<file path="config.mk">
export PLATFORM = sky130hd
export DESIGN_NAME = timer16_counter_input_capture
export DESIGN_NICKNAME = d
export VERILOG_FILES = /design/src/common/timer16_pkg.sv /design/src/logic/edge_sampler.sv /design/src/logic/timer16_counter_input_capture.sv
export SDC_FILE = /design/constraint.sdc
export NUM_CORES = 1
export LEC_CHECK = 0
export BUFFER_PORTS_ARGS = -buffer_cell sky130_fd_sc_hd__buf_2
export CAP_MARGIN = 5
export CORE_AREA = 2 2 90 109
export CTS_BUF_LIST = sky130_fd_sc_hd__clkbuf_16
export DETAILED_ROUTE_END_ITERATION = 8
export DIE_AREA = 0 0 92 111
export GPL_ROUTABILITY_DRIVEN = 0
export PLACE_DENSITY_LB_ADDON = 0.1
export SYNTH_ARGS = -nofsm -noshare
export SYNTH_HDL_FRONTEND = slang
export SYNTH_SLANG_ARGS = --single-unit
</file>
<file path="constraint.sdc">
create_clock -name core_clk -period 4.15 [get_ports core_clk]
set_clock_uncertainty 0.1 [all_clocks]
set_input_delay 0.6225 -clock core_clk [delete_from_list [all_inputs] [get_ports core_clk]]
set_output_delay 0.6225 -clock core_clk [all_outputs]
set_load 0.02 [all_outputs]
</file>
<file path="src/common/timer16_pkg.sv">
// constants for the 16-bit counter and input-capture block
// Operation
// - clock-select zero stops the counter
// - counter clears, counts up or down per mode
// - upper-byte access hits latch; low read fills it
// - low-byte write loads all 16 bits together
// - CPU write beats clear or count
// - counter accessible with or without count clock
// - mode field sets sequence and overflow point
// - selected edge copies counter into capture register
// - capture flag set with the copy
// - capture flag cleared by ack or write-one
// - capture low read loads its upper byte latch
// - capture writable only in capture-top modes
// - comparator select switches trigger; clear flag after
// - capture input ignored in capture-top modes
// - filter output changes after four agreeing samples
// - filter adds four system clocks delay
// - new capture overwrites unread value
// - pin drives capture whoever drives the pin
// - capture input sampled like external count clock
// - upper byte first, one-cycle transfer on low
package timer16_pkg;
	localparam int ADDR_W = 4;
	localparam logic [3:0] ADDR_COUNT_LOW = 4'h0;
	localparam logic [3:0] ADDR_COUNT_HIGH = 4'h1;
	localparam logic [3:0] ADDR_CAPTURE_LOW = 4'h2;
	localparam logic [3:0] ADDR_CAPTURE_HIGH = 4'h3;
	localparam logic [3:0] ADDR_CONTROL_A = 4'h4;
	localparam logic [3:0] ADDR_CONTROL_B = 4'h5;
	localparam logic [3:0] ADDR_FLAGS = 4'h6;
	localparam logic [3:0] ADDR_IRQ_MASK = 4'h7;
	localparam logic [3:0] ADDR_COMP_CTRL = 4'h8;
	// control_reg_a: waveform mode bits 1:0
	localparam int CTRL_A_WGM_LSB = 0;
	// control_reg_b fields
	localparam int CTRL_B_CS_LSB = 0;
	localparam int CTRL_B_WGM_LSB = 3;
	localparam int CTRL_B_EDGE_BIT = 6;
	localparam int CTRL_B_FILTER_BIT = 7;
	// flag and mask bit positions
	localparam int OVERFLOW_BIT = 0;
	localparam int CAPTURE_BIT = 5;
	// comparator_ctrl_status fields
	localparam int COMP_SELECT_BIT = 2;
	localparam int COMP_OUT_BIT = 5;
	localparam logic [7:0] CTRL_RESET = 8'h00;
	localparam logic [15:0] COUNT_RESET = 16'h0000;
	localparam logic [15:0] COUNT_MAX = 16'hffff;
	localparam logic [15:0] TOP_8BIT = 16'h00ff;
	localparam logic [15:0] TOP_9BIT = 16'h01ff;
	localparam logic [15:0] TOP_10BIT = 16'h03ff;
	localparam int FILTER_SAMPLES = 4;
	localparam int PRESCALE_W = 10;
	// clock-select codes
	localparam logic [2:0] CS_STOP = 3'h0;
	localparam logic [2:0] CS_DIV1 = 3'h1;
	localparam logic [2:0] CS_DIV8 = 3'h2;
	localparam logic [2:0] CS_DIV64 = 3'h3;
	localparam logic [2:0] CS_DIV256 = 3'h4;
	localparam logic [2:0] CS_DIV1024 = 3'h5;
	localparam logic [2:0] CS_EXT_FALL = 3'h6;
	localparam logic [2:0] CS_EXT_RISE = 3'h7;
	typedef enum logic {
		DIR_UP = 1'b0,
		DIR_DOWN = 1'b1
	} dir_t;
endpackage

</file>
<file path="src/logic/edge_sampler.sv">
// sampling, optional four-sample filter and edge detection of one input
`timescale 1ns/1ps
module edge_sampler
	import timer16_pkg::*;
#(
	parameter int SAMPLES = FILTER_SAMPLES
) (
	input wire logic core_clk,
	input wire logic reset_n,
	input wire logic sig_in,
	input wire logic filter_en,
	output logic rise,
	output logic fall
);
	logic sample_q;
	logic [SAMPLES-2:0] hist_q;
	logic filt_q;
	logic prev_q;
	logic cond;
	// newest sample plus the older ones make the agreement window
	wire [SAMPLES-1:0] window = {hist_q, sample_q};
	wire all_high = &window;
	wire all_low = ~|window;
	if (SAMPLES < 2) begin
		$error("edge_sampler needs at least two samples");
	end
	always_ff @(posedge core_clk or negedge reset_n) begin
		if (!reset_n) begin
			sample_q <= 1'b0;
			hist_q <= '0;
			filt_q <= 1'b0;
			prev_q <= 1'b0;
		end else begin
			sample_q <= sig_in;
			hist_q <= (SAMPLES-1)'({hist_q, sample_q});
			if (all_high) begin
				filt_q <= 1'b1;
			end else if (all_low) begin
				filt_q <= 1'b0;
			end
			prev_q <= cond;
		end
	end
	// filter path is four clocks later than the plain sample
	assign cond = filter_en ? filt_q : sample_q;
	assign rise = cond & ~prev_q;
	assign fall = ~cond & prev_q;
endmodule

</file>
<file path="src/logic/timer16_counter_input_capture.sv">
// 16-bit counter with shared byte latch and input capture
`timescale 1ns/1ps
module timer16_counter_input_capture
	import timer16_pkg::*;
#(
	parameter int DIV_A = 8,
	parameter int DIV_B = 64,
	parameter int DIV_C = 256,
	parameter int DIV_D = 1024
) (
	input wire logic core_clk,
	input wire logic reset_n,
	input wire logic [ADDR_W-1:0] bus_addr,
	input wire logic [7:0] bus_wdata,
	input wire logic bus_wr,
	input wire logic bus_rd,
	output logic [7:0] bus_rdata,
	input wire logic capture_pin,
	input wire logic comparator_output,
	input wire logic ext_clock_pin,
	input wire logic capture_irq_ack,
	input wire logic overflow_irq_ack,
	output logic capture_irq,
	output logic overflow_irq
);
	logic [15:0] count_value_q;
	logic [15:0] count_value_d;
	logic [15:0] capture_value_q;
	logic [15:0] capture_value_d;
	logic [7:0] temp_q;
	logic [7:0] temp_d;
	logic [7:0] control_reg_a_q;
	logic [7:0] control_reg_b_q;
	logic [7:0] irq_mask_q;
	logic comparator_capture_select_q;
	logic capture_flag_q;
	logic capture_flag_d;
	logic overflow_flag_q;
	logic overflow_flag_d;
	logic [PRESCALE_W-1:0] pre_q;
	logic [7:0] rdata_q;
	logic capture_irq_q;
	logic overflow_irq_q;
	dir_t dir_q;
	dir_t dir_d;
	logic ovf_set;
	logic ext_rise;
	logic ext_fall;
	logic cap_rise;
	logic cap_fall;

	if (DIV_A < 2 || DIV_D > (1 << PRESCALE_W)) begin
		$error("prescale divide out of range");
	end
	if ((DIV_A & (DIV_A - 1)) != 0 || (DIV_B & (DIV_B - 1)) != 0
		|| (DIV_C & (DIV_C - 1)) != 0 || (DIV_D & (DIV_D - 1)) != 0) begin
		$error("divides must be powers of two");
	end

	function automatic logic [15:0] top_of(input logic [3:0] mode, input logic [15:0] cap);
		case (mode)
			4'd1, 4'd5: top_of = TOP_8BIT;
			4'd2, 4'd6: top_of = TOP_9BIT;
			4'd3, 4'd7: top_of = TOP_10BIT;
			4'd8, 4'd10, 4'd12, 4'd14: top_of = cap;
			default: top_of = COUNT_MAX;
		endcase
	endfunction

	function automatic logic is_cap_top(input logic [3:0] mode);
		is_cap_top = (mode == 4'd8) || (mode == 4'd10) || (mode == 4'd12) || (mode == 4'd14);
	endfunction

	function automatic logic pre_tick(input logic [PRESCALE_W-1:0] cnt, input int div);
		logic [PRESCALE_W-1:0] mask;
		mask = PRESCALE_W'(div - 1);
		pre_tick = (cnt & mask) == mask;
	endfunction

	// bus decode
	wire wr_count_low = bus_wr && (bus_addr == ADDR_COUNT_LOW);
	wire wr_capture_low = bus_wr && (bus_addr == ADDR_CAPTURE_LOW);
	wire wr_high = bus_wr && ((bus_addr == ADDR_COUNT_HIGH) || (bus_addr == ADDR_CAPTURE_HIGH));
	wire rd_count_low = bus_rd && (bus_addr == ADDR_COUNT_LOW);
	wire rd_capture_low = bus_rd && (bus_addr == ADDR_CAPTURE_LOW);
	wire wr_ctrl_a = bus_wr && (bus_addr == ADDR_CONTROL_A);
	wire wr_ctrl_b = bus_wr && (bus_addr == ADDR_CONTROL_B);
	wire wr_flags = bus_wr && (bus_addr == ADDR_FLAGS);
	wire wr_mask = bus_wr && (bus_addr == ADDR_IRQ_MASK);
	wire wr_comp = bus_wr && (bus_addr == ADDR_COMP_CTRL);

	// control fields
	wire [2:0] count_clock_select = control_reg_b_q[CTRL_B_CS_LSB +: 3];
	wire [3:0] waveform_mode_field = {control_reg_b_q[CTRL_B_WGM_LSB +: 2], control_reg_a_q[CTRL_A_WGM_LSB +: 2]};
	wire capture_edge_rising = control_reg_b_q[CTRL_B_EDGE_BIT];
	wire capture_filter_enable = control_reg_b_q[CTRL_B_FILTER_BIT];
	wire capture_irq_enable = irq_mask_q[CAPTURE_BIT];
	wire overflow_irq_enable = irq_mask_q[OVERFLOW_BIT];
	wire cap_top_mode = is_cap_top(waveform_mode_field);
	wire [15:0] top_value = top_of(waveform_mode_field, capture_value_q);
	wire dual_slope = (waveform_mode_field inside {4'd1, 4'd2, 4'd3, 4'd8, 4'd9, 4'd10, 4'd11});
	wire fast_pwm = (waveform_mode_field inside {4'd5, 4'd6, 4'd7, 4'd14, 4'd15});

	// count clock selection
	logic count_clock;
	always_comb begin
		case (count_clock_select)
			CS_STOP: count_clock = 1'b0;
			CS_DIV1: count_clock = 1'b1;
			CS_DIV8: count_clock = pre_tick(pre_q, DIV_A);
			CS_DIV64: count_clock = pre_tick(pre_q, DIV_B);
			CS_DIV256: count_clock = pre_tick(pre_q, DIV_C);
			CS_DIV1024: count_clock = pre_tick(pre_q, DIV_D);
			CS_EXT_FALL: count_clock = ext_fall;
			CS_EXT_RISE: count_clock = ext_rise;
			default: count_clock = 1'b0;
		endcase
	end

	edge_sampler #(
		.SAMPLES(FILTER_SAMPLES)
	) ext_sampler (
		.core_clk(core_clk),
		.reset_n(reset_n),
		.sig_in(ext_clock_pin),
		.filter_en(1'b0),
		.rise(ext_rise),
		.fall(ext_fall)
	);

	// trigger source; pin level is sampled no matter who drives it
	wire capture_source = comparator_capture_select_q ? comparator_output : capture_pin;

	edge_sampler #(
		.SAMPLES(FILTER_SAMPLES)
	) cap_sampler (
		.core_clk(core_clk),
		.reset_n(reset_n),
		.sig_in(capture_source),
		.filter_en(capture_filter_enable),
		.rise(cap_rise),
		.fall(cap_fall)
	);

	// input disabled while capture register defines top
	wire capture_event = ~cap_top_mode & (capture_edge_rising ? cap_rise : cap_fall);

	// counter sequence
	always_comb begin
		count_value_d = count_value_q;
		dir_d = dir_q;
		ovf_set = 1'b0;
		if (count_clock) begin
			if (dual_slope) begin
				case (dir_q)
					DIR_UP: begin
						if (count_value_q >= top_value) begin
							dir_d = DIR_DOWN;
							count_value_d = count_value_q - 16'h0001;
						end else begin
							count_value_d = count_value_q + 16'h0001;
						end
					end
					DIR_DOWN: begin
						if (count_value_q == COUNT_RESET) begin
							dir_d = DIR_UP;
							count_value_d = count_value_q + 16'h0001;
							ovf_set = 1'b1;
						end else begin
							count_value_d = count_value_q - 16'h0001;
						end
					end
					default: begin
						dir_d = DIR_UP;
					end
				endcase
			end else begin
				dir_d = DIR_UP;
				if (count_value_q == top_value || count_value_q == COUNT_MAX) begin
					count_value_d = COUNT_RESET;
					ovf_set = fast_pwm || (count_value_q == COUNT_MAX);
				end else begin
					count_value_d = count_value_q + 16'h0001;
				end
			end
		end
		if (wr_count_low) begin
			count_value_d = {temp_q, bus_wdata};
		end
	end

	// shared upper-byte latch
	always_comb begin
		temp_d = temp_q;
		if (wr_high) begin
			temp_d = bus_wdata;
		end else if (rd_count_low) begin
			temp_d = count_value_q[15:8];
		end else if (rd_capture_low) begin
			temp_d = capture_value_q[15:8];
		end
	end

	// capture register
	always_comb begin
		capture_value_d = capture_value_q;
		if (capture_event) begin
			capture_value_d = count_value_q;
		end else if (wr_capture_low && cap_top_mode) begin
			capture_value_d = {temp_q, bus_wdata};
		end
	end

	// flags: a set in the clearing cycle wins
	wire clr_capture = capture_irq_ack || (wr_flags && bus_wdata[CAPTURE_BIT]);
	wire clr_overflow = overflow_irq_ack || (wr_flags && bus_wdata[OVERFLOW_BIT]);
	assign capture_flag_d = capture_event | (capture_flag_q & ~clr_capture);
	assign overflow_flag_d = ovf_set | (overflow_flag_q & ~clr_overflow);

	// read data
	logic [7:0] rd_mux;
	always_comb begin
		case (bus_addr)
			ADDR_COUNT_LOW: rd_mux = count_value_q[7:0];
			ADDR_COUNT_HIGH: rd_mux = temp_q;
			ADDR_CAPTURE_LOW: rd_mux = capture_value_q[7:0];
			ADDR_CAPTURE_HIGH: rd_mux = temp_q;
			ADDR_CONTROL_A: rd_mux = control_reg_a_q;
			ADDR_CONTROL_B: rd_mux = control_reg_b_q;
			ADDR_FLAGS: rd_mux = 8'(({7'h00, capture_flag_q} << CAPTURE_BIT) | ({7'h00, overflow_flag_q} << OVERFLOW_BIT));
			ADDR_IRQ_MASK: rd_mux = irq_mask_q;
			ADDR_COMP_CTRL: rd_mux = 8'(({7'h00, comparator_output} << COMP_OUT_BIT)
				| ({7'h00, comparator_capture_select_q} << COMP_SELECT_BIT));
			default: rd_mux = 8'h00;
		endcase
	end

	always_ff @(posedge core_clk or negedge reset_n) begin
		if (!reset_n) begin
			count_value_q <= COUNT_RESET;
			capture_value_q <= COUNT_RESET;
			temp_q <= CTRL_RESET;
			dir_q <= DIR_UP;
			pre_q <= '0;
		end else begin
			count_value_q <= count_value_d;
			capture_value_q <= capture_value_d;
			temp_q <= temp_d;
			dir_q <= dir_d;
			pre_q <= pre_q + PRESCALE_W'(1);
		end
	end

	always_ff @(posedge core_clk or negedge reset_n) begin
		if (!reset_n) begin
			control_reg_a_q <= CTRL_RESET;
			control_reg_b_q <= CTRL_RESET;
			irq_mask_q <= CTRL_RESET;
			comparator_capture_select_q <= 1'b0;
		end else begin
			if (wr_ctrl_a) control_reg_a_q <= bus_wdata & 8'h03;
			if (wr_ctrl_b) control_reg_b_q <= bus_wdata & 8'hdf;
			if (wr_mask) irq_mask_q <= bus_wdata & 8'h21;
			if (wr_comp) comparator_capture_select_q <= bus_wdata[COMP_SELECT_BIT];
		end
	end

	always_ff @(posedge core_clk or negedge reset_n) begin
		if (!reset_n) begin
			capture_flag_q <= 1'b0;
			overflow_flag_q <= 1'b0;
			rdata_q <= 8'h00;
			capture_irq_q <= 1'b0;
			overflow_irq_q <= 1'b0;
		end else begin
			capture_flag_q <= capture_flag_d;
			overflow_flag_q <= overflow_flag_d;
			if (bus_rd) rdata_q <= rd_mux;
			capture_irq_q <= capture_flag_d & capture_irq_enable;
			overflow_irq_q <= overflow_flag_d & overflow_irq_enable;
		end
	end

	assign bus_rdata = rdata_q;
	assign capture_irq = capture_irq_q;
	assign overflow_irq = overflow_irq_q;
endmodule

</file>
======== After elaboration in Yosys (flattened, before gate mapping) ========
Index checks and enable logic that the tools add are counted.
storage, ports and cells
  flip-flop bits (word level) ............. 83
  bits of input ports ..................... 21
  output and inout bits ................... 10
  word-level logic and storage cells ...... 145
cells by class
  $add $sub $neg .......................... 3
  magnitude comparators ................... 1
  equality and inequality tests ........... 35
  mux-type cells .......................... 29
  bitwise logic cells ..................... 21
  reduce and logical (&&, ||, !) cells .... 36
operator list
  operator               number
  $mux 16                8
  $pmux 16 s4            1
  $pmux 8 s8             1
  $eq 4x4->1 const B     8
  $pmux 16 s2            1
  $eq 4x3->1 const B     7
  $mux 8                 3
  $add 16x1->16 const B  1
  $eq 16x16->1           1
  $eq 16x16->1 const B   1
  $eq 4x2->1 const B     4
  $ge 16x16->1           1
  $logic_not 16->1       1
  $sub 16x1->16 const B  1
  $eq 3x3->1 const B     5
  $logic_and 1x1->1      13
  $mux 1                 13
  $add 10x1->10 const B  1
  $eq 10x10->1 const B   1
  $and 1x1->1            9
  $eq 4x1->1 const B     2
  $eq 8x8->1 const B     1
  $logic_or 1x1->1       8
  $not 1->1              8
  18 further kinds       25

======== Longest topological paths before layout ========
  depth after elaboration ................. 10
  depth in mapped cells ................... 14

======== Cells and area by module ========
From an unflattened synthesis, not the netlist that was laid out.
unflattened totals
  cell total of the unflattened synthesis .. 578
  area, all modules ....................... 5350.1 um2
modules (own cells, without submodules)
  module                         instances  cells an instance  area each (um2)  seq. area each (um2)
  timer16_counter_input_capture  1          552                4949.7           1876.8
  edge_sampler                   2          13                 200.2            150.1

======== Worst setup path after synthesis ========
OpenSTA, ideal clock, no wires.
  path kind ............................... flip-flop to flip-flop
  start ................................... reg control_reg_b_q[4]
  end ..................................... reg count_value_q[10]
  library setup time ...................... 0.082 ns
  arrival time ............................ 3.491 ns
  slack ................................... 0.477 ns
  stages on the path, launching flop included .. 14
  cell sequence ........................... dfrtp_1 clkbuf_1 nand2b_1 clkbuf_1 clkbuf_1 o21ai_0 ha_1 nand3_2 or4_4 o32a_4 a2111oi_2 a21oi_1 or4_1 a31oi_1
between the ends
  longest elaborated chain between the ends .. 9
  elaborated cells on any way between the ends .. 27
  classes of those cells .................. order compare: 1; eq/ne: 13; mux: 7; reduce/logical: 6
ends and longest elaborated chain
  item                                                line                                                                        text
  start, declared                                     timer16_counter_input_capture.sv:33                                         logic [7:0] control_reg_b_q;
  start signal, assigned                              timer16_counter_input_capture.sv:262                                        if (wr_ctrl_b) control_reg_b_q <= bus_wdata & 8'hdf;
  $eq 4x4->1 (tied with other cells)                  timer16_counter_input_capture.sv:61, timer16_counter_input_capture.sv:101
  $reduce_or 4->1 or $reduce_or 2->1 (tied branches)  timer16_counter_input_capture.sv:61                                         case (mode)
  $pmux 16 s4                                         timer16_counter_input_capture.sv:61
  $ge 16x16->1 or $eq 16x16->1 (tied branches)        timer16_counter_input_capture.sv:157, timer16_counter_input_capture.sv:179
  $mux 16 or $logic_or 1x1->1 (tied branches)         timer16_counter_input_capture.sv:157, timer16_counter_input_capture.sv:179
  $pmux 16 s2 or $mux 16 (tied branches)              timer16_counter_input_capture.sv:155, timer16_counter_input_capture.sv:179
  $mux 16 (*)                                         timer16_counter_input_capture.sv:154                                        if (dual_slope) begin
  $mux 16 (*)                                         timer16_counter_input_capture.sv:153                                        if (count_clock) begin
  $mux 16 (*)                                         timer16_counter_input_capture.sv:187                                        if (wr_count_low) begin
  end signal, assigned                                timer16_counter_input_capture.sv:246                                        count_value_q <= count_value_d;
  end, declared                                       timer16_counter_input_capture.sv:26                                         logic [15:0] count_value_q;
Every way passes the cells marked *; elsewhere a longest branch is shown, timed or not. The select of a mux whose other input is x is not followed.
A chain may end at the register's enable or synchronous reset.

======== Worst setup path in the final report ========
  start ................................... reg control_reg_a_q[0]
  end ..................................... reg count_value_q[14]
between the ends
  longest elaborated chain between the ends .. 9
  elaborated cells on any way between the ends .. 27
  classes of those cells .................. order compare: 1; eq/ne: 13; mux: 7; reduce/logical: 6
ends and longest elaborated chain
  item                                                line                                                                        text
  start, declared                                     timer16_counter_input_capture.sv:32                                         logic [7:0] control_reg_a_q;
  start signal, assigned                              timer16_counter_input_capture.sv:261                                        if (wr_ctrl_a) control_reg_a_q <= bus_wdata & 8'h03;
  $eq 4x4->1 (tied with other cells)                  timer16_counter_input_capture.sv:61, timer16_counter_input_capture.sv:101
  $reduce_or 4->1 or $reduce_or 2->1 (tied branches)  timer16_counter_input_capture.sv:61
  $pmux 16 s4                                         timer16_counter_input_capture.sv:61
  $ge 16x16->1 or $eq 16x16->1 (tied branches)        timer16_counter_input_capture.sv:157, timer16_counter_input_capture.sv:179
  $mux 16 or $logic_or 1x1->1 (tied branches)         timer16_counter_input_capture.sv:157, timer16_counter_input_capture.sv:179
  $pmux 16 s2 or $mux 16 (tied branches)              timer16_counter_input_capture.sv:155, timer16_counter_input_capture.sv:179
  $mux 16 (*)                                         timer16_counter_input_capture.sv:154
  $mux 16 (*)                                         timer16_counter_input_capture.sv:153
  $mux 16 (*)                                         timer16_counter_input_capture.sv:187
Marks and branches as above.

==> impl_metrics.yaml <==
placed_design:
  portBuffers: 30
  dp_hpwl_mm: 10.91
job:
  max-cap-violations: 0
critical_path:
  cp.required_ps: 4330
  worst-endpoint-arrival_ps: 4080
  type_of_element_capturing_the_critical_path: "register"
  r2r_end: "count_value_q[14]$_DFFE_PN0P_"
  top_fanout_value_on_the_critical_path: 17
  cp-start-kind: "register"
  critical_path_buf_inv_count: 0
  timing.critical_path.slowest_stage_cell: "or4_4"
  worst_r2r_startpoint: "control_reg_a_q[0]$_DFFE_PN0P_"
  criticalPathCategory: "reg2reg"
  reg2reg_depth: 10
  crit_family: "compound AO/OA/AOI/OAI gates"
  regToRegSetupSlack_ps: 250
  slowest_delay_ps: 550
  worstPathCellList: "nand2b_1, o21ai_0, ha_1, nand3_2, or4_4, o32a_4, a21oi_1, nor3_1, a2111oi_0, a221o_1"
grt:
  grt_start_max_net_pins: 84
  gr-usage-all-layers: 0.3145
  grt_pass1_vias: 4625
  grt_pass1_wl_mm: 25.12
  overflow: 0
  antenna_violations_before_repair: 1
yosys:
  synthCells: 598
  syn-mean-instance-area_um2: 9.014
  syn-cell-area_mm2: 0.005390
  number_of_synthesized_register_bits: 83
  synth_edf_count: 0
  netlist-cell-type-count: 64
  synth-main-ff-cell: "dfrtp_1"
  ys_async_sr_fraction: 1.000
  synth_sequential_area_ratio: 0.3853
  yosys_warnings: 0
  syn_nets: 640
sta:
  timing.final.crit_share: 0.9409
  minimum_clock_period_ps: 3905
  finalHoldViolations: 0
  finalMaxSlewViolations: 0
  timing.setup.tns_ps: 0
  timing_worst_slew_pin_value_ps: 1074
  max_slew_margin_vs_limit: 0.2840
  max_freq_mhz: 256.1
  grt_setup_unrepaired: "no"
  hold_slack_ps: 296.8
  setup_violations: 0
clock_tree:
  cts_buffers: 9
  cts_num_sinks: 83
  clkLatencyLatePin_ps: 330
  number_of_buffers_inserted_by_hold_repair_at_cts: 0
  clk_root_buffer_cell: "clkbuf_16"
  post-cts-setup-buffers: 0
  cts_htree_levels: 3
  clkSlewWorstSetupHoldPaths_ps: 60
  cts_resized: 0
  clock_tree_from_tritoncts: "built"
  cts-root-to-sink-buffers: 2
cells_and_area:
  layout.nets: 655
  utilization: 0.6404
  most_frequent_standard_cell_in_the_layout_excluding_fill_and_tap_cells: "dfrtp_1"
  areaGrowthSynthToFinish_pct: 10.14
  drive_above_1_share: 0.1526
  mostFrequentLayoutCells: "83 x dfrtp_1, 63 x nor2_1, 55 x nand2_1"
pwr:
  finalPower_mw: 3.536
  pwr_density_cell_mw_per_mm2: 595.5
  peakVddDrop_uv: 289.9
  static_leakage_power_nw: 2.677
routing:
  viasPerCell: 6.578
  firstDrtPassIters: 5
  wire_per_inst_um: 20.88
  antenna_left: 0
  drcViolationCount: 0
  via_count: 4868
  dr.first_iter.drc_count: 420
  wirelength_mm: 15.45
die:
  floorplan.initialDensity: 0.5814
  floorplan.die.height_um: 111
  die_area_mm2: 0.01021
  die_x_um: 92
  top_level_ports: 31
  fp-row-count: 39
  core_area_mm2: 0.009271
status:
  run_status: "completed"
hold_path:
  worst_min_delay_path_endpoint: "ext_sampler.prev_q$_DFF_PN0_"
  timing.hold.worst_path_depth: 0
  timing.hold.worst.class: "reg2reg"
  min_from: "ext_sampler.sample_q$_DFF_PN0_"
[per-layer routing]
metal	track usage	wire [µm]
met1	0.4265	6405
met2	0.4990	7280
met3	0.04895	1087
met4	0.1383	674
met5	0	0
[worst reg2reg max path, delay by kind of cell, from the launching register on]
family                   cells  cell delay, ps
AND/OR/NAND/NOR              4            1330
flip-flops                   1             440
AO/OA/AOI/OAI                5            1630
adder cells (fa/ha/maj)      1             340
[cells in the mapped netlist (3+ instances only)]
cell type  instances  area (µm²)
a2111oi_0          4       35.03
a211o_1            4       35.03
a211oi_1           7       52.55
a21o_1            17       127.6
a21oi_1           25       125.1
a221o_1           11       110.1
a22o_1            17       148.9
a22oi_1            8       60.06
a31oi_1            6       37.54
and2_1             5       31.28
and3_1             6       37.54
buf_1              4       15.01
clkbuf_1          34       127.6
dfrtp_1           83        2077
ha_1              21       262.8
inv_1             15       56.30
mux2_2            16       180.2
mux2i_1           29       290.3
nand2_1           55       206.5
nand2b_1           5       31.28
nand3_1           29       145.1
nand3b_1           8       60.06
nand4_1            5       31.28
nor2_1            63       236.5
nor2b_1            4       25.02
nor3_1            16       80.08
nor4_1            12       75.07
o21ai_0           25       125.1
o21bai_1           3       22.52
o22ai_1            9       56.30
or2_2              3       18.77
or3_1              3       18.77
xnor2_1            7       61.31
[registers in the layout, indices dropped and copies added (netlist names)]
signal and count:
capture_value_q 16, count_value_q 16, pre_q 10, bus_rdata 8, temp_q 8, control_reg_b_q 7, cap_sampler.hist_q 3, control_reg_a_q 2
irq_mask_q 2, cap_sampler.filt_q 1, cap_sampler.prev_q 1, cap_sampler.sample_q 1, capture_flag_q 1, capture_irq 1, comparator_capture_select_q 1, dir_q 1
ext_sampler.prev_q 1, ext_sampler.sample_q 1, overflow_flag_q 1, overflow_irq 1
[cell type report]
| class | instances | area (µm²) |
|---|---|---|
| clock buffers | 9 | 225.2 |
| flip-flops and latches | 83 | 2077 |
| repair buffers | 45 | 265.3 |
| well taps | 123 | 153.9 |
| fillers | 820 | 3334 |
| multi-input cells | 459 | 3100 |
| inverters | 15 | 56.30 |
| clock inverters | 5 | 56.30 |
| diodes | 1 | 2.502 |
[where the power goes]
part	internal (mW)	switching, mW	leakage (nW)
Combinational	0.639	0.817	1.55
Sequential	1.02	0.291	0.989
Clock	0.458	0.316	0.137
Total	2.11	1.42	2.68
[metrics by stage]
| stage | instances | setup WS, ps | area (µm²) |
|---|---|---|---|
| after global placement | 725 | 469.7 | 5653 |
| after global routing | 740 | 10.00 | 5937 |
| after floorplan | 598 | 477.4 | 5390 |
| after CTS | 739 | 315.0 | 5934 |
| after detailed placement | 725 | 324.1 | 5653 |
| final | 740 | 245.2 | 5937 |
[cell families (layout without fill, tap and decap cells)]
| group | Yosys count | after routing | synth area share |
|---|---|---|---|
| buffers and inverters | 56 | 74 | 0.04132 |
| adder cells (fa/ha/maj) | 21 | 21 | 0.04875 |
| other | 0 | 1 | 0 |
| AND/OR/NAND/NOR | 227 | 227 | 0.2096 |
| AO/OA/AOI/OAI | 157 | 157 | 0.2131 |
| XOR/XNOR | 9 | 9 | 0.01462 |
| flip-flops | 83 | 83 | 0.3853 |
| multiplexers | 45 | 45 | 0.08728 |
[worst max path at each step]
stage                                          to  cells after the start                           start
floorplan           count_value_q[10]$_DFFE_PN0P_                     13  control_reg_b_q[4]$_DFFE_PN0P_
global placement    count_value_q[14]$_DFFE_PN0P_                     10  control_reg_a_q[0]$_DFFE_PN0P_
detailed placement  count_value_q[14]$_DFFE_PN0P_                     10  control_reg_a_q[0]$_DFFE_PN0P_
CTS                 count_value_q[14]$_DFFE_PN0P_                     10  control_reg_a_q[0]$_DFFE_PN0P_
global route        count_value_q[14]$_DFFE_PN0P_                     10  control_reg_a_q[0]$_DFFE_PN0P_
finish              count_value_q[14]$_DFFE_PN0P_                     10  control_reg_a_q[0]$_DFFE_PN0P_
(Power assumes the default switching activity.)
